**src/hdl/tkd_defs.svh**
```systemverilog
// Timing, threshold and reset constants of the touch key decision logic
`ifndef TKD_DEFS_SVH
`define TKD_DEFS_SVH

// ----------------------------------------------------------------------
// Clock
// ----------------------------------------------------------------------
`define TKD_CLK_NS        20

// ----------------------------------------------------------------------
// Times in their own units, and cycle counts derived from them
// ----------------------------------------------------------------------
`define TKD_MS_NS         1000000
`define TKD_MS_CYC        (`TKD_MS_NS / `TKD_CLK_NS)
`define TKD_SETTLE_NS     500000
`define TKD_SETTLE_CYC    ((`TKD_SETTLE_NS + `TKD_CLK_NS - 1) / `TKD_CLK_NS)
`define TKD_PULSE_NS      500
`define TKD_PULSE_CYC     (`TKD_PULSE_NS / `TKD_CLK_NS)

// Millisecond figures, counted in 1 ms ticks
`define TKD_POR_PULSE_MS  16'd20
`define TKD_CAL_MS        16'd50
`define TKD_FAST_MS       16'd16
`define TKD_SLOW_MS       16'd64
`define TKD_DRIFT_TCH_MS  16'd3000
`define TKD_DRIFT_AWY_MS  16'd1000
`define TKD_MAXON_MS      16'd30000

// ----------------------------------------------------------------------
// Detection figures
// ----------------------------------------------------------------------
`define TKD_THR_ON        17'd10
`define TKD_THR_OFF       17'd8
`define TKD_INTEG_LIM     3'd5
`define TKD_CAL_SAMPLES   3'd4
`define TKD_SPREAD_MAX    8'sd15
`define TKD_REF_RST       16'h0000
`define TKD_TRIM_RST      8'sd0

`endif

```
**src/hdl/tkd_pkg.sv**
```systemverilog
// Types shared by the touch key decision logic
package tkd_pkg;

  // --------------------------------------------------------------------
  // Sequencer states, one-hot
  // --------------------------------------------------------------------
  typedef enum logic [6:0] {
    ST_POR    = 7'b000_0001,
    ST_PULSE  = 7'b000_0010,
    ST_WAIT   = 7'b000_0100,
    ST_SETTLE = 7'b000_1000,
    ST_ACQ    = 7'b001_0000,
    ST_EVAL   = 7'b010_0000,
    ST_SLEEP  = 7'b100_0000
  } tkd_state_t;

  // --------------------------------------------------------------------
  // Raw samples of the four channels from the acquisition front end
  // --------------------------------------------------------------------
  typedef struct packed {
    logic [3:0][15:0] raw;
  } tkd_samples_t;

  // --------------------------------------------------------------------
  // Per-acquisition commands from the sequencer to every channel
  // --------------------------------------------------------------------
  typedef struct packed {
    logic clear;     // Drop integrator and detect state
    logic cal_first; // First calibration sample, restart the sum
    logic cal_acc;   // Add sample to the calibration sum
    logic cal_done;  // Load reference from the sum
    logic eval;      // Normal evaluation of the latest sample
    logic drift_up;  // Step reference toward touch
    logic drift_dn;  // Step reference away from touch
  } tkd_chan_ctl_t;

endpackage

```
**src/hdl/tkd_tick.sv**
```systemverilog
// One-cycle enable pulse divider for the touch key decision logic
`timescale 1ns/1ps
`include "tkd_defs.svh"
module tkd_tick
  import tkd_pkg::*;
#(
  parameter int DIV = `TKD_MS_CYC
) (
  // Clock and reset
  input  wire logic clk,
  input  wire logic rst_n,
  // Enable pulse, one cycle every DIV cycles
  output logic      tick
);

  logic [15:0] cnt_r;

  // ------------------------------------------------------------------
  // Free-running divider
  // ------------------------------------------------------------------
  always_ff @(posedge clk) begin
    if (!rst_n) begin
      cnt_r <= 16'h0000;
      tick  <= 1'b0;
    end else if (cnt_r == 16'(DIV - 1)) begin
      cnt_r <= 16'h0000;
      tick  <= 1'b1;
    end else begin
      cnt_r <= cnt_r + 16'h0001;
      tick  <= 1'b0;
    end
  end

endmodule

```
**src/hdl/tkd_chan.sv**
```systemverilog
// One key channel: reference, threshold, hysteresis and integrator
`timescale 1ns/1ps
`include "tkd_defs.svh"
module tkd_chan
  import tkd_pkg::*;
(
  // Clock and reset
  input  wire logic          clk,
  input  wire logic          rst_n,
  // Commands and sample
  input  wire tkd_chan_ctl_t ctl,
  input  wire logic [15:0]   raw,
  // Confirmed detect state
  output logic               detect
);

  logic [15:0] ref_r;
  logic [17:0] acc_r;
  logic [2:0]  integ_r;

  // Signal above reference by at least thr counts
  function automatic logic exceeds(input logic [15:0] s,
                                   input logic [15:0] r,
                                   input logic [16:0] thr);
    exceeds = {1'b0, s} >= ({1'b0, r} + thr);
  endfunction

  // Average of four samples; the fourth arrives in the cycle of the load,
  // so it is added here rather than read back from the sum register
  function automatic logic [15:0] avg4(input logic [17:0] sum,
                                       input logic [15:0] s);
    logic [17:0] tot;
    tot  = sum + {2'b00, s};
    avg4 = tot[17:2];
  endfunction

  // ------------------------------------------------------------------
  // Reference: calibration average and slow drift
  // ------------------------------------------------------------------
  always_ff @(posedge clk) begin
    if (!rst_n) begin
      ref_r <= `TKD_REF_RST;
    end else if (ctl.cal_done) begin
      ref_r <= avg4(acc_r, raw);
    end else if (ctl.eval && ctl.drift_up && raw > ref_r) begin
      ref_r <= ref_r + 16'h0001;
    end else if (ctl.eval && ctl.drift_dn && raw < ref_r) begin
      ref_r <= ref_r - 16'h0001;
    end
  end

  // Sum of fresh samples; four samples so the average is a shift
  always_ff @(posedge clk) begin
    if (!rst_n) begin
      acc_r <= 18'h0_0000;
    end else if (ctl.cal_acc) begin
      acc_r <= (ctl.cal_first ? 18'h0_0000 : acc_r) + {2'b00, raw};
    end
  end

  // ------------------------------------------------------------------
  // Integrator and detect with hysteresis
  // ------------------------------------------------------------------
  always_ff @(posedge clk) begin
    if (!rst_n || ctl.clear) begin
      integ_r <= 3'd0;
      detect  <= 1'b0;
    end else if (ctl.eval) begin
      if (detect) begin
        if (!exceeds(raw, ref_r, `TKD_THR_OFF)) begin
          detect  <= 1'b0;
          integ_r <= 3'd0;
        end
      end else if (exceeds(raw, ref_r, `TKD_THR_ON)) begin
        if (integ_r == `TKD_INTEG_LIM - 3'd1) begin
          detect  <= 1'b1;
          integ_r <= `TKD_INTEG_LIM;
        end else begin
          integ_r <= integ_r + 3'd1;
        end
      end else begin
        integ_r <= 3'd0;
      end
    end
  end

endmodule

```
**src/hdl/tkd_top.sv**
```systemverilog
// Touch key decision logic: sequencer, lockout, drift and key outputs
`timescale 1ns/1ps
`include "tkd_defs.svh"

module tkd_top
  import tkd_pkg::*;
#(
  parameter int MS_CYC     = `TKD_MS_CYC,
  parameter int SETTLE_CYC = `TKD_SETTLE_CYC
) (
  // Clock and reset
  input  wire logic         clk,
  input  wire logic         rst_n,
  // Option straps
  input  wire logic         lockout_option_sense_pin,
  input  wire logic         speed_option_sense_pin,
  // Acquisition front end
  output logic              acq_req,
  input  wire logic         acq_done,
  input  wire tkd_samples_t acq_raw,
  output logic signed [7:0] osc_trim,
  // Status
  output logic              cal_busy,
  // Open-drain key outputs
  output logic [3:0]        key_touch_n_o,
  output logic [3:0]        key_touch_n_oe
);

  // --------------------------------------------------------------------
  // Declarations
  // --------------------------------------------------------------------
  tkd_state_t    state_r;
  tkd_samples_t  raw_r;
  tkd_chan_ctl_t ctl_r;
  logic          ms_tick;
  logic [15:0]   ms_cnt_r;
  logic [4:0]    pulse_cnt_r;
  logic [14:0]   settle_cnt_r;
  logic [2:0]    cal_idx_r;
  logic          cal_mode_r;
  logic          lockout_r;
  logic          fast_r;
  logic [3:0]    det;
  logic [3:0]    rep_r;
  logic [3:0]    rep_nxt;
  logic          any_det;
  logic [15:0]   drift_tch_r;
  logic [15:0]   drift_awy_r;
  logic          pend_up_r;
  logic          pend_dn_r;
  logic          tch_hit;
  logic          awy_hit;
  logic [15:0]   on_cnt_r;
  logic          recal_r;
  logic          maxon_hit;
  logic          trim_up_r;
  logic [15:0]   sleep_ms;

  assign any_det   = |det;
  assign sleep_ms  = fast_r ? `TKD_FAST_MS : `TKD_SLOW_MS;
  assign tch_hit   = ms_tick && (drift_tch_r == `TKD_DRIFT_TCH_MS - 16'd1);
  assign awy_hit   = ms_tick && (drift_awy_r == `TKD_DRIFT_AWY_MS - 16'd1);
  assign maxon_hit = ms_tick && (on_cnt_r == `TKD_MAXON_MS - 16'd1);

  // --------------------------------------------------------------------
  // Millisecond enable and channels
  // --------------------------------------------------------------------
  tkd_tick #(
    .DIV   (MS_CYC)
  ) u_tick (
    .clk   (clk),
    .rst_n (rst_n),
    .tick  (ms_tick)
  );

  for (genvar k = 0; k < 4; k++) begin : g_chan
    tkd_chan u_chan (
      .clk    (clk),
      .rst_n  (rst_n),
      .ctl    (ctl_r),
      .raw    (raw_r.raw[k]),
      .detect (det[k])
    );
  end

  // --------------------------------------------------------------------
  // Straps
  // --------------------------------------------------------------------
  // Caught only during the power-up wait; later changes are ignored
  always_ff @(posedge clk) begin
    if (!rst_n) begin
      lockout_r <= 1'b0;
      fast_r    <= 1'b0;
    end else if (state_r == ST_POR) begin
      lockout_r <= lockout_option_sense_pin;
      fast_r    <= speed_option_sense_pin;
    end
  end

  // --------------------------------------------------------------------
  // Sequencer
  // --------------------------------------------------------------------
  // Power-up wait, start pulse, calibration, then sleep/settle/burst
  always_ff @(posedge clk) begin
    if (!rst_n) begin
      state_r      <= ST_POR;
      ms_cnt_r     <= 16'h0000;
      pulse_cnt_r  <= 5'd0;
      settle_cnt_r <= 15'd0;
      cal_idx_r    <= 3'd0;
      cal_mode_r   <= 1'b0;
      acq_req      <= 1'b0;
      raw_r        <= '0;
    end else begin
      if (ms_tick) begin
        ms_cnt_r <= ms_cnt_r + 16'h0001;
      end
      case (state_r)
        ST_POR: begin
          if (ms_cnt_r == `TKD_POR_PULSE_MS) begin
            state_r     <= ST_PULSE;
            pulse_cnt_r <= 5'd0;
          end
        end
        ST_PULSE: begin
          pulse_cnt_r <= pulse_cnt_r + 5'd1;
          if (pulse_cnt_r == 5'(`TKD_PULSE_CYC - 1)) begin
            state_r <= ST_WAIT;
          end
        end
        ST_WAIT: begin
          if (ms_cnt_r == `TKD_CAL_MS) begin
            state_r      <= ST_SETTLE;
            cal_mode_r   <= 1'b1;
            cal_idx_r    <= 3'd0;
            settle_cnt_r <= 15'd0;
          end
        end
        ST_SLEEP: begin
          if (recal_r) begin
            state_r      <= ST_SETTLE;
            cal_mode_r   <= 1'b1;
            cal_idx_r    <= 3'd0;
            settle_cnt_r <= 15'd0;
          // First tick after entry ends a partial ms, so one more is counted
          end else if (ms_cnt_r == sleep_ms + 16'd1) begin
            state_r      <= ST_SETTLE;
            settle_cnt_r <= 15'd0;
          end
        end
        ST_SETTLE: begin
          settle_cnt_r <= settle_cnt_r + 15'd1;
          if (settle_cnt_r == 15'(SETTLE_CYC - 1)) begin
            state_r <= ST_ACQ;
            acq_req <= 1'b1;
          end
        end
        ST_ACQ: begin
          if (acq_done) begin
            acq_req <= 1'b0;
            raw_r   <= acq_raw;
            state_r <= ST_EVAL;
          end
        end
        ST_EVAL: begin
          // Calibration samples follow each other without sleeping
          if (cal_mode_r && cal_idx_r != `TKD_CAL_SAMPLES - 3'd1) begin
            cal_idx_r    <= cal_idx_r + 3'd1;
            state_r      <= ST_SETTLE;
            settle_cnt_r <= 15'd0;
          end else begin
            cal_mode_r <= 1'b0;
            state_r    <= ST_SLEEP;
            ms_cnt_r   <= 16'h0000;
          end
        end
        default: begin
          state_r <= ST_POR;
        end
      endcase
    end
  end

  // --------------------------------------------------------------------
  // Channel commands
  // --------------------------------------------------------------------
  // Registered so every channel sees the latched sample at the same edge
  always_ff @(posedge clk) begin
    if (!rst_n) begin
      ctl_r <= '0;
    end else begin
      ctl_r.clear     <= maxon_hit;
      ctl_r.cal_acc   <= (state_r == ST_EVAL) && cal_mode_r;
      ctl_r.cal_first <= (state_r == ST_EVAL) && cal_idx_r == 3'd0;
      ctl_r.cal_done  <= (state_r == ST_EVAL) && cal_mode_r &&
                         cal_idx_r == `TKD_CAL_SAMPLES - 3'd1;
      ctl_r.eval      <= (state_r == ST_EVAL) && !cal_mode_r;
      ctl_r.drift_up  <= pend_up_r && !any_det;
      ctl_r.drift_dn  <= pend_dn_r && !any_det;
    end
  end

  // --------------------------------------------------------------------
  // Drift timers
  // --------------------------------------------------------------------
  // Timers hold while any key is in detect, so no step is owed later
  always_ff @(posedge clk) begin
    if (!rst_n) begin
      drift_tch_r <= 16'h0000;
      drift_awy_r <= 16'h0000;
    end else if (!any_det && !cal_mode_r && ms_tick) begin
      drift_tch_r <= tch_hit ? 16'h0000 : drift_tch_r + 16'h0001;
      drift_awy_r <= awy_hit ? 16'h0000 : drift_awy_r + 16'h0001;
    end
  end

  // Pending steps; a new expiry wins over the consume at evaluation
  always_ff @(posedge clk) begin
    if (!rst_n) begin
      pend_up_r <= 1'b0;
      pend_dn_r <= 1'b0;
    end else begin
      if (!any_det && !cal_mode_r && tch_hit) begin
        pend_up_r <= 1'b1;
      end else if (ctl_r.eval || any_det) begin
        pend_up_r <= 1'b0;
      end
      if (!any_det && !cal_mode_r && awy_hit) begin
        pend_dn_r <= 1'b1;
      end else if (ctl_r.eval || any_det) begin
        pend_dn_r <= 1'b0;
      end
    end
  end

  // --------------------------------------------------------------------
  // Stuck-detect timeout
  // --------------------------------------------------------------------
  always_ff @(posedge clk) begin
    if (!rst_n || !any_det) begin
      on_cnt_r <= 16'h0000;
    end else if (ms_tick) begin
      on_cnt_r <= maxon_hit ? 16'h0000 : on_cnt_r + 16'h0001;
    end
  end

  // Recalibration request waits for the sequencer to reach sleep
  always_ff @(posedge clk) begin
    if (!rst_n) begin
      recal_r <= 1'b0;
    end else if (maxon_hit) begin
      recal_r <= 1'b1;
    end else if (state_r == ST_SLEEP) begin
      recal_r <= 1'b0;
    end
  end

  // --------------------------------------------------------------------
  // Neighbour-key lockout
  // --------------------------------------------------------------------
  // The key already reported keeps priority; otherwise lowest index
  always_comb begin
    if (!lockout_r) begin
      rep_nxt = det;
    end else if ((rep_r & det) != 4'h0) begin
      rep_nxt = rep_r & det;
    end else begin
      rep_nxt = det & (~det + 4'h1);
    end
  end

  always_ff @(posedge clk) begin
    if (!rst_n || ctl_r.clear) begin
      rep_r <= 4'h0;
    end else begin
      rep_r <= rep_nxt;
    end
  end

  // --------------------------------------------------------------------
  // Key pins
  // --------------------------------------------------------------------
  // Open drain: only ever drives low, enable marks the pulled-down key
  always_ff @(posedge clk) begin
    if (!rst_n) begin
      key_touch_n_o  <= 4'h0;
      key_touch_n_oe <= 4'h0;
    end else begin
      key_touch_n_o  <= 4'h0;
      key_touch_n_oe <= rep_nxt & ~{4{ctl_r.clear}};
      if (state_r == ST_PULSE) begin
        key_touch_n_oe[2] <= 1'b1;
      end
    end
  end

  // --------------------------------------------------------------------
  // Spread-spectrum trim and status
  // --------------------------------------------------------------------
  // Triangle sweep in half-percent steps; idle at nominal between bursts
  always_ff @(posedge clk) begin
    if (!rst_n || !acq_req) begin
      osc_trim  <= `TKD_TRIM_RST;
      trim_up_r <= 1'b1;
    end else if (trim_up_r) begin
      osc_trim  <= osc_trim + 8'sd1;
      trim_up_r <= (osc_trim != `TKD_SPREAD_MAX - 8'sd1);
    end else begin
      osc_trim  <= osc_trim - 8'sd1;
      trim_up_r <= (osc_trim == -`TKD_SPREAD_MAX + 8'sd1);
    end
  end

  always_ff @(posedge clk) begin
    if (!rst_n) begin
      cal_busy <= 1'b0;
    end else begin
      cal_busy <= cal_mode_r;
    end
  end

endmodule

```
**config.mk**
```make
export PLATFORM = sky130hd
export DESIGN_NAME = tkd_top
export DESIGN_NICKNAME = d
export VERILOG_FILES = /design/src/hdl/tkd_pkg.sv /design/src/hdl/tkd_tick.sv /design/src/hdl/tkd_chan.sv /design/src/hdl/tkd_top.sv
export VERILOG_INCLUDE_DIRS = /design/src /design/src/hdl
export SDC_FILE = /design/constraint.sdc
export NUM_CORES = 1
export LEC_CHECK = 0
export BUFFER_PORTS_ARGS = -buffer_cell sky130_fd_sc_hd__buf_4
export CAP_MARGIN = 20
export CELL_PAD_IN_SITES_DETAIL_PLACEMENT = 0
export CELL_PAD_IN_SITES_GLOBAL_PLACEMENT = 1
export CORE_MARGIN = 2
export CORE_UTILIZATION = 49
export DETAILED_ROUTE_END_ITERATION = 10
export PLACE_DENSITY_LB_ADDON = 0.05
export SLEW_MARGIN = 15
export SYNTH_ARGS = -nofsm -noshare
export SYNTH_HDL_FRONTEND = slang
export SYNTH_HIERARCHICAL = 1
export SYNTH_SLANG_ARGS = --single-unit
```
**constraint.sdc**
```tcl
create_clock -name clk -period 5.1 [get_ports clk]
set_input_delay 0 -clock clk [delete_from_list [all_inputs] [get_ports clk]]
set_output_delay 0 -clock clk [all_outputs]
set_load 0.1 [all_outputs]
```
==> flow_metrics.tcl, run 1 <==
set metrics [dict create \
    fin_crit_sh 0.909 \
    synth.top_cells.by_area "dfxtp_1, ha_1, xnor2_1" \
    cp_cell_sequence "inv_1 > ha_1 > nand4_1 > or3_1 > a21oi_1 > a211o_1 > nand3_1 > buf_4 > ha_1 > a211oi_1 > o21ai_0 > a21oi_1 > o31ai_1 > o41ai_1 > mux2i_1 > xnor2_1 > nand2_1 > a21oi_1" \
    rsz0062_at_grt "no" \
    synthDistinctLibCells 111 \
    floorplan.rows 91 \
    clk_path_buf_depth 3 \
    die_w_um 252 \
    first_iter_violations 1609 \
    timing.max_cap.violations 0 \
    hold-path-endpoint "raw_r[2]$_SDFFE_PN0P_" \
    yosys_warnings 6 \
    hp-start "acq_raw[2]" \
    num_antenna_cells 0 \
    type_of_the_most_critical_hold_path "in -> reg" \
    fin_hold_ws_ps 193 \
    post-cts-setup-buffer-count 0 \
    die_footprint_mm2 0.0636 \
    count_of_buffer_and_inverter_cells_on_the_critical_path 2 \
    clock.fmax_mhz 216 \
    antenna_left 0 \
    worstPathRequired_ps 5600 \
    io-pin-count 87 \
    placed_cell_area_mm2 0.0317 \
    grt_antenna_before_repair 3 \
    postLayoutSetupSlackWorst_ps 467 \
    power.ir.vdd_worst_v 0.000258 \
    finalSetupViolCount 0 \
    ys_ff_latch 359 \
    p_clk_frac 0.530 \
    crit-reg2reg-launch "g_chan[0].u_chan/ref_r[10]$_SDFFE_PN0P_" \
    drive_above_1_share 0.0806 \
    total_switching_power_mw 1.49 \
    synthToLayoutAreaGrowth_pct 12.3 \
    gate_family_responsible_for_the_most_delay_along_the_worst_path "compound AO/OA/AOI/OAI gates" \
    post_synth.cell_area_avg_um2 8.07 \
    core_footprint_mm2 0.0614 \
    num_vias 27900 \
    postSynthCellCount 3743 \
    grt_pass1_wl_um 141000 \
    sw_ratio 0.233 \
    critical_path.slowest_cell "dfxtp_1" \
    startpoint_type "register" \
    n_fill_cell 5713 \
    r2r_cells 18 \
    cell_area_power_density_mw_per_mm2 188 \
    synthesis.area_mm2 0.0302 \
    max_fanout_on_critical_path 10 \
    fin_setup_tns_ps 0 \
    pin_count_of_the_biggest_net_entering_global_routing 65 \
    hold_viol 0 \
    cts_buffers 45 \
    clock-root-buffer "clkbuf_16" \
    synth_top_area_cell "dfxtp_1" \
    comb_power_share 0.028 \
    clkSlewWorstSetupHoldPaths_ps 60 \
    period_minus_slack_ps 4630 \
    post-route-cell-area_mm2 0.0339 \
    die_h_um 252 \
    fin_nets 4357 \
    timing.reg2reg.setup_slack_ps 470 \
    routed_wl_um 87200 \
    post-synth-top-area-fraction 0.238 \
    synth_seq_area_share 0.238 \
    end_kind "register" \
    crit_path_frequent_cell "a21oi_1" \
    power.leakage_nw 14.4 \
    first_global_vias 27500 \
    worst_skew_pair.late_latency_ps 600 \
    detailedPlace.worstSlack_ps 546 \
    drt_drc_violations_left 0 \
    critical_path_class "reg -> reg" \
    route.detailed.wl_per_inst_um 18.6 \
    cp.arrival_ps 5140 \
    relSlewSlack 0.326 \
    number_of_synthesized_flops_with_an_enable_pin 0 \
    postSynth.asyncResetShare 0 \
    routed_via_density 5.94 \
    p_int_mw 4.89 \
    status "completed" \
    htree_levels 2 \
    critical_path.reg2reg.endpoint "g_chan[0].u_chan/ref_r[15]$_SDFFE_PN0P_" \
    initial_core_util 0.492 \
    seq_power_share 0.441 \
    hold_depth 4 \
    grt_usage 0.270 \
    detailedRoute.firstPassIterationCount 5 \
    synth_flop_cell "dfxtp_1" \
    slew_violations 0 \
    post-dp-hpwl_um 65500 \
    numPortBuffers 82 \
    tightestPinTransition_ps 1010 \
    cts_num_sinks 359 \
    gpl.final_weighted_congestion 0.910 \
    clock_tree_from_tritoncts "done" \
    stage_delay_of_the_slowest_cell_on_the_critical_path_ps 490 \
    grt_remaining_overflow 0 \
    largest_clock_skew_in_the_final_design_ps 20.2 \
]
## power groups by stage
| stage | clock, mW | combinational, mW | sequential (mW) |
|---|---|---|---|
| floorplan | 0 | 0.0684 | 2.88 |
| global placement | 0 | 0.135 | 2.88 |
| detailed placement | 0 | 0.136 | 2.88 |
| CTS | 3.48 | 0.179 | 2.82 |
| global route | 3.59 | 0.192 | 2.82 |
| finish | 3.39 | 0.182 | 2.82 |
## registers in the layout (all words and copies together) (netlist names), 3 cells and up
signal and count:
g_chan.u_chan/acc_r 72, g_chan.u_chan/ref_r 64, raw_r 64, drift_awy_r 16
drift_tch_r 16, ms_cnt_r 16, on_cnt_r 16, u_tick/cnt_r 16
settle_cnt_r 15, g_chan.u_chan/integ_r 12, osc_trim 8, ctl_r 7
state_r 7, pulse_cnt_r 5, g_chan.u_chan/detect 4, key_touch_n_oe 4
rep_r 4, cal_idx_r 3
## cell type report
| class | instances | area, um2 | share of cell area |
|---|---|---|---|
| clock inverters | 23 | 253 | 0.00745 |
| inverters | 181 | 681 | 0.0201 |
| repair buffers | 201 | 1710 | 0.0503 |
| clock buffers | 58 | 1300 | 0.0383 |
| flip-flops and latches | 359 | 7200 | 0.212 |
| well taps | 790 | 988 | 0.0291 |
| multi-input cells | 3087 | 21800 | 0.643 |
## cell families after synthesis
logic type,Yosys count,share of synthesized area
AND/OR/NAND/NOR,1383,0.235
adder cells (fa/ha/maj),413,0.173
AO/OA/AOI/OAI,947,0.211
multiplexers,52,0.0175
other,1,0.000124
flip-flops,359,0.238
buffers and inverters,300,0.0411
XOR/XNOR,288,0.0835
## cells in the mapped netlist (all sizes together) (25+ instances only)
cell type and instances:
a211oi 77, a21o 101, a21oi 305, a31oi 28, and2 25, and3 59, buf 34, clkbuf 85
dfxtp 359, ha 404, inv 176, mux2i 48, nand2 342, nand2b 39, nand3 134, nand3b 33
nand4 90, nor2 332, nor2b 99, nor3 83, nor4 27, o21a 42, o21ai 171, or3 32
xnor2 202, xor2 86
## worst max path at each step
stage / endpoint / slack (ps) / start / cells after the start
global placement: g_chan[2].u_chan/ref_r[13]$_SDFFE_PN0P_ / 650 / g_chan[2].u_chan/ref_r[14]$_SDFFE_PN0P_ / 14
detailed placement: g_chan[3].u_chan/ref_r[15]$_SDFFE_PN0P_ / 550 / g_chan[3].u_chan/ref_r[14]$_SDFFE_PN0P_ / 14
CTS: g_chan[3].u_chan/ref_r[15]$_SDFFE_PN0P_ / 520 / g_chan[3].u_chan/ref_r[14]$_SDFFE_PN0P_ / 14
floorplan: g_chan[2].u_chan/ref_r[15]$_SDFFE_PN0P_ / 980 / g_chan[2].u_chan/ref_r[14]$_SDFFE_PN0P_ / 16
finish: g_chan[0].u_chan/ref_r[15]$_SDFFE_PN0P_ / 470 / g_chan[0].u_chan/ref_r[10]$_SDFFE_PN0P_ / 18
global route: g_chan[3].u_chan/ref_r[13]$_SDFFE_PN0P_ / 100 / g_chan[3].u_chan/ref_r[1]$_SDFFE_PN0P_ / 15
## worst reg2reg max path, delay by kind of cell (launching register included)
kind	cells	cell delay [ps]
compound gates	8	1920
buf+inv	2	340
mux	1	290
simple gates	4	730
fa+ha+maj	2	620
flops	1	490
xor+xnor	1	140
## per-stage QoR
stage	total power, mW	cells	utilization
3_5_place_dp	3.01	4548	0.516
5_1_grt	6.59	4699	0.553
2_1_floorplan	2.94	3746	-
6_report	6.38	4699	0.553
3_3_place_gp	3.01	4548	0.516
4_1_cts	6.48	4698	0.552
## what timing repair did
| action | in CTS | in global routing |
|---|---|---|
| endpoints found under the hold margin | 101 | 0 |
| hold buffers | 69 | 0 |
| gates resized for setup | 0 | 0 |
## layout by cell type, fill, tap and decap left out, types with 81 or more instances in the layout
master   instances
nand4_1         84
nor2_1         326
buf_4          130
nor2b_1         98
dfxtp_1        356
ha_1           404
nand2_1        339
xor2_1          86
nand3_1        132
a21oi_1        302
o21ai_0        159
xnor2_1        202
inv_1          176
a21o_1         101
nor3_1          81
## routing by layer
layer	GRT usage	up-vias	routed length [um]
met2	0.469	596	41100
met1	0.347	13300	40000
met4	0.0964	6	2910
met3	0.0250	165	3210
li1	-	13900	-
met5	0	-	38
Power figures use the tool's default switching activity.
==> run 2, diff against run 1 <==
MAX_ROUTING_LAYER = met4   (was not set)
==> run 2 against run 1 <==
Compared with the run above: combinational power hardly changed; sequential power hardly changed; total power is 3.5% higher; final cell count hardly changed; clock skew is 4.1 ps lower; worst hold slack better by 13 ps; sequential cell count stayed put; critical path type unchanged; first-iteration DRC count is 8.5% lower; non-clock buffer count is 1 lower.
==> flow_metrics.tcl, run 2 (same netlist as run 1, synthesis figures left out) <==
set metrics [dict create \
    worstPathRequired_ps 5590 \
    first_global_vias 27200 \
    floorplan.rows 91 \
    fin_nets 4357 \
    area_of_combinational_cells_with_multiple_inputs_mm2 0.0218 \
    reg.largest.list "g_chan.u_chan/acc_r (72), g_chan.u_chan/ref_r (64), raw_r (64)" \
    num_vias 27700 \
    finalSetupViolCount 0 \
    grt_remaining_overflow 0 \
    die_w_um 252 \
    critical_path_class "reg -> reg" \
    largest_clock_skew_in_the_final_design_ps 16.1 \
    power.ir.vdd_worst_v 0.000203 \
    clk_path_buf_depth 3 \
    end_kind "register" \
    tightestPinTransition_ps 1010 \
    cts_buffers 46 \
    detailedRoute.firstPassIterationCount 5 \
    r2r_cells 17 \
    slew_violations 0 \
    routed_wl_um 87200 \
    synthToLayoutAreaGrowth_pct 12.6 \
    largest_register_ff_count 72 \
    rsz0062_at_grt "no" \
    status "completed" \
    core_footprint_mm2 0.0614 \
    grt_antenna_before_repair 2 \
    initial_core_util 0.492 \
    die_h_um 252 \
    cp.arrival_ps 5250 \
    clkSlewWorstSetupHoldPaths_ps 60 \
    clock.fmax_mhz 210 \
    grt_pass1_wl_um 141000 \
    clock-root-buffer "clkbuf_16" \
    post-dp-hpwl_um 65600 \
    regMostFlops "g_chan.u_chan/acc_r" \
    routed_via_density 5.90 \
    antenna_left 0 \
    n_fill_cell 5698 \
    most-common-layout-cells "ha_1, dfxtp_1, nand2_1" \
    first_iter_violations 1473 \
    worst_skew_pair.late_latency_ps 590 \
    cts_num_sinks 359 \
    grt_usage 0.278 \
    io-pin-count 87 \
    numPortBuffers 82 \
    cell_area_power_density_mw_per_mm2 194 \
    drive_above_1_share 0.0805 \
    post-layout-total-power_mw 6.61 \
    hold_depth 4 \
    drt_drc_violations_left 0 \
    route.detailed.wl_per_inst_um 18.5 \
    clock_tree_from_tritoncts "done" \
    max_fanout_on_critical_path 10 \
    htree_levels 2 \
    relSlewSlack 0.325 \
    power.leakage_nw 14.5 \
    pin_count_of_the_biggest_net_entering_global_routing 65 \
    die_footprint_mm2 0.0636 \
    fin_crit_sh 0.935 \
    sequential_cell_area_mm2 0.00720 \
    timing.max_cap.violations 0 \
    hold_viol 0 \
    startpoint_type "register" \
    post-cts-setup-buffer-count 0 \
    fin_setup_tns_ps 0 \
    period_minus_slack_ps 4770 \
    layout.cells.most_common "ha_1" \
    gpl.final_weighted_congestion 0.915 \
    type_of_the_most_critical_hold_path "in -> reg" \
]
-- run 2: changes by cell type in the layout (fill, tap and decap cells not counted), sizes merged --
cell / change
bufinv: +3
clkinv: -6
clkinvlp: -1
dlygate4sd3: -1
clkbuf: +7
diode: +2
-- run 2: final timing paths --
path	start	endpoint	slack, ps
min reg2reg	pend_up_r$_SDFFE_PN0P_	ctl_r[1]$_SDFF_PN0_	450
min	acq_raw[2]	raw_r[2]$_SDFFE_PN0P_	210
max	g_chan[0].u_chan/ref_r[13]$_SDFFE_PN0P_	g_chan[0].u_chan/ref_r[15]$_SDFFE_PN0P_	330
max reg2reg	g_chan[0].u_chan/ref_r[13]$_SDFFE_PN0P_	g_chan[0].u_chan/ref_r[15]$_SDFFE_PN0P_	330
-- run 2: final cells by class --
cell class                      count  share of cell area
Antenna cell                        2            0.000147
Sequential cell                   359               0.212
Timing Repair Buffer              200              0.0492
Inverter                          181              0.0200
Tap cell                          790              0.0291
Clock inverter                     19             0.00843
Clock buffer                       65              0.0408
Multi-Input combinational cell   3087               0.641
-- run 2: per-layer routing --
metal | vias to the layer above | wire length (um) | share of wire | global-route usage
li1 | 13900 | - | - | -
met1 | 13200 | 40300 | 0.46 | 0.350
met2 | 488 | 41500 | 0.48 | 0.472
met4 | 0 | 2220 | 0.025 | 0.0790
met5 | - | 0 | 0 | -
met3 | 124 | 3120 | 0.036 | 0.0284
-- run 2: metrics by stage --
step                hold WS (ps)  setup slack [ps]  std cells  utilization  area, um2
detailed placement           253               422       4548        0.516      31600
global placement             249               570       4548        0.516      31600
global route                 209              9.92       4703        0.554      34000
CTS                          166               395       4700        0.554      34000
floorplan                    121               981       3746            -      30200
finish                       205               332       4703        0.554      34000
-- run 2: worst max-delay path, stage by stage (launching register included) --
cell and delay (ps):
dfxtp_1 430, inv_1 140, ha_1 330, nand4_1 150, or3_1 420, a21oi_1 150
a211o_1 190, nand3_1 390, ha_1 460, a211oi_1 350, o21ai_0 250, a21oi_1 290
o31ai_1 140, o41ai_1 350, mux2i_1 260, xnor2_1 140, nand2_1 80, a21oi_1 150
-- run 2: timing repair --
item	4_1_cts	5_1_grt
gates resized for setup	0	0
hold buffers	68	0
endpoints found under the hold margin	81	0
-- run 2: where the power goes --
group	internal, mW	leakage (nW)	switching (mW)
sequential	2.81	2.89	0.00829
combinational	0.0807	10.8	0.100
clock	2.25	0.822	1.37
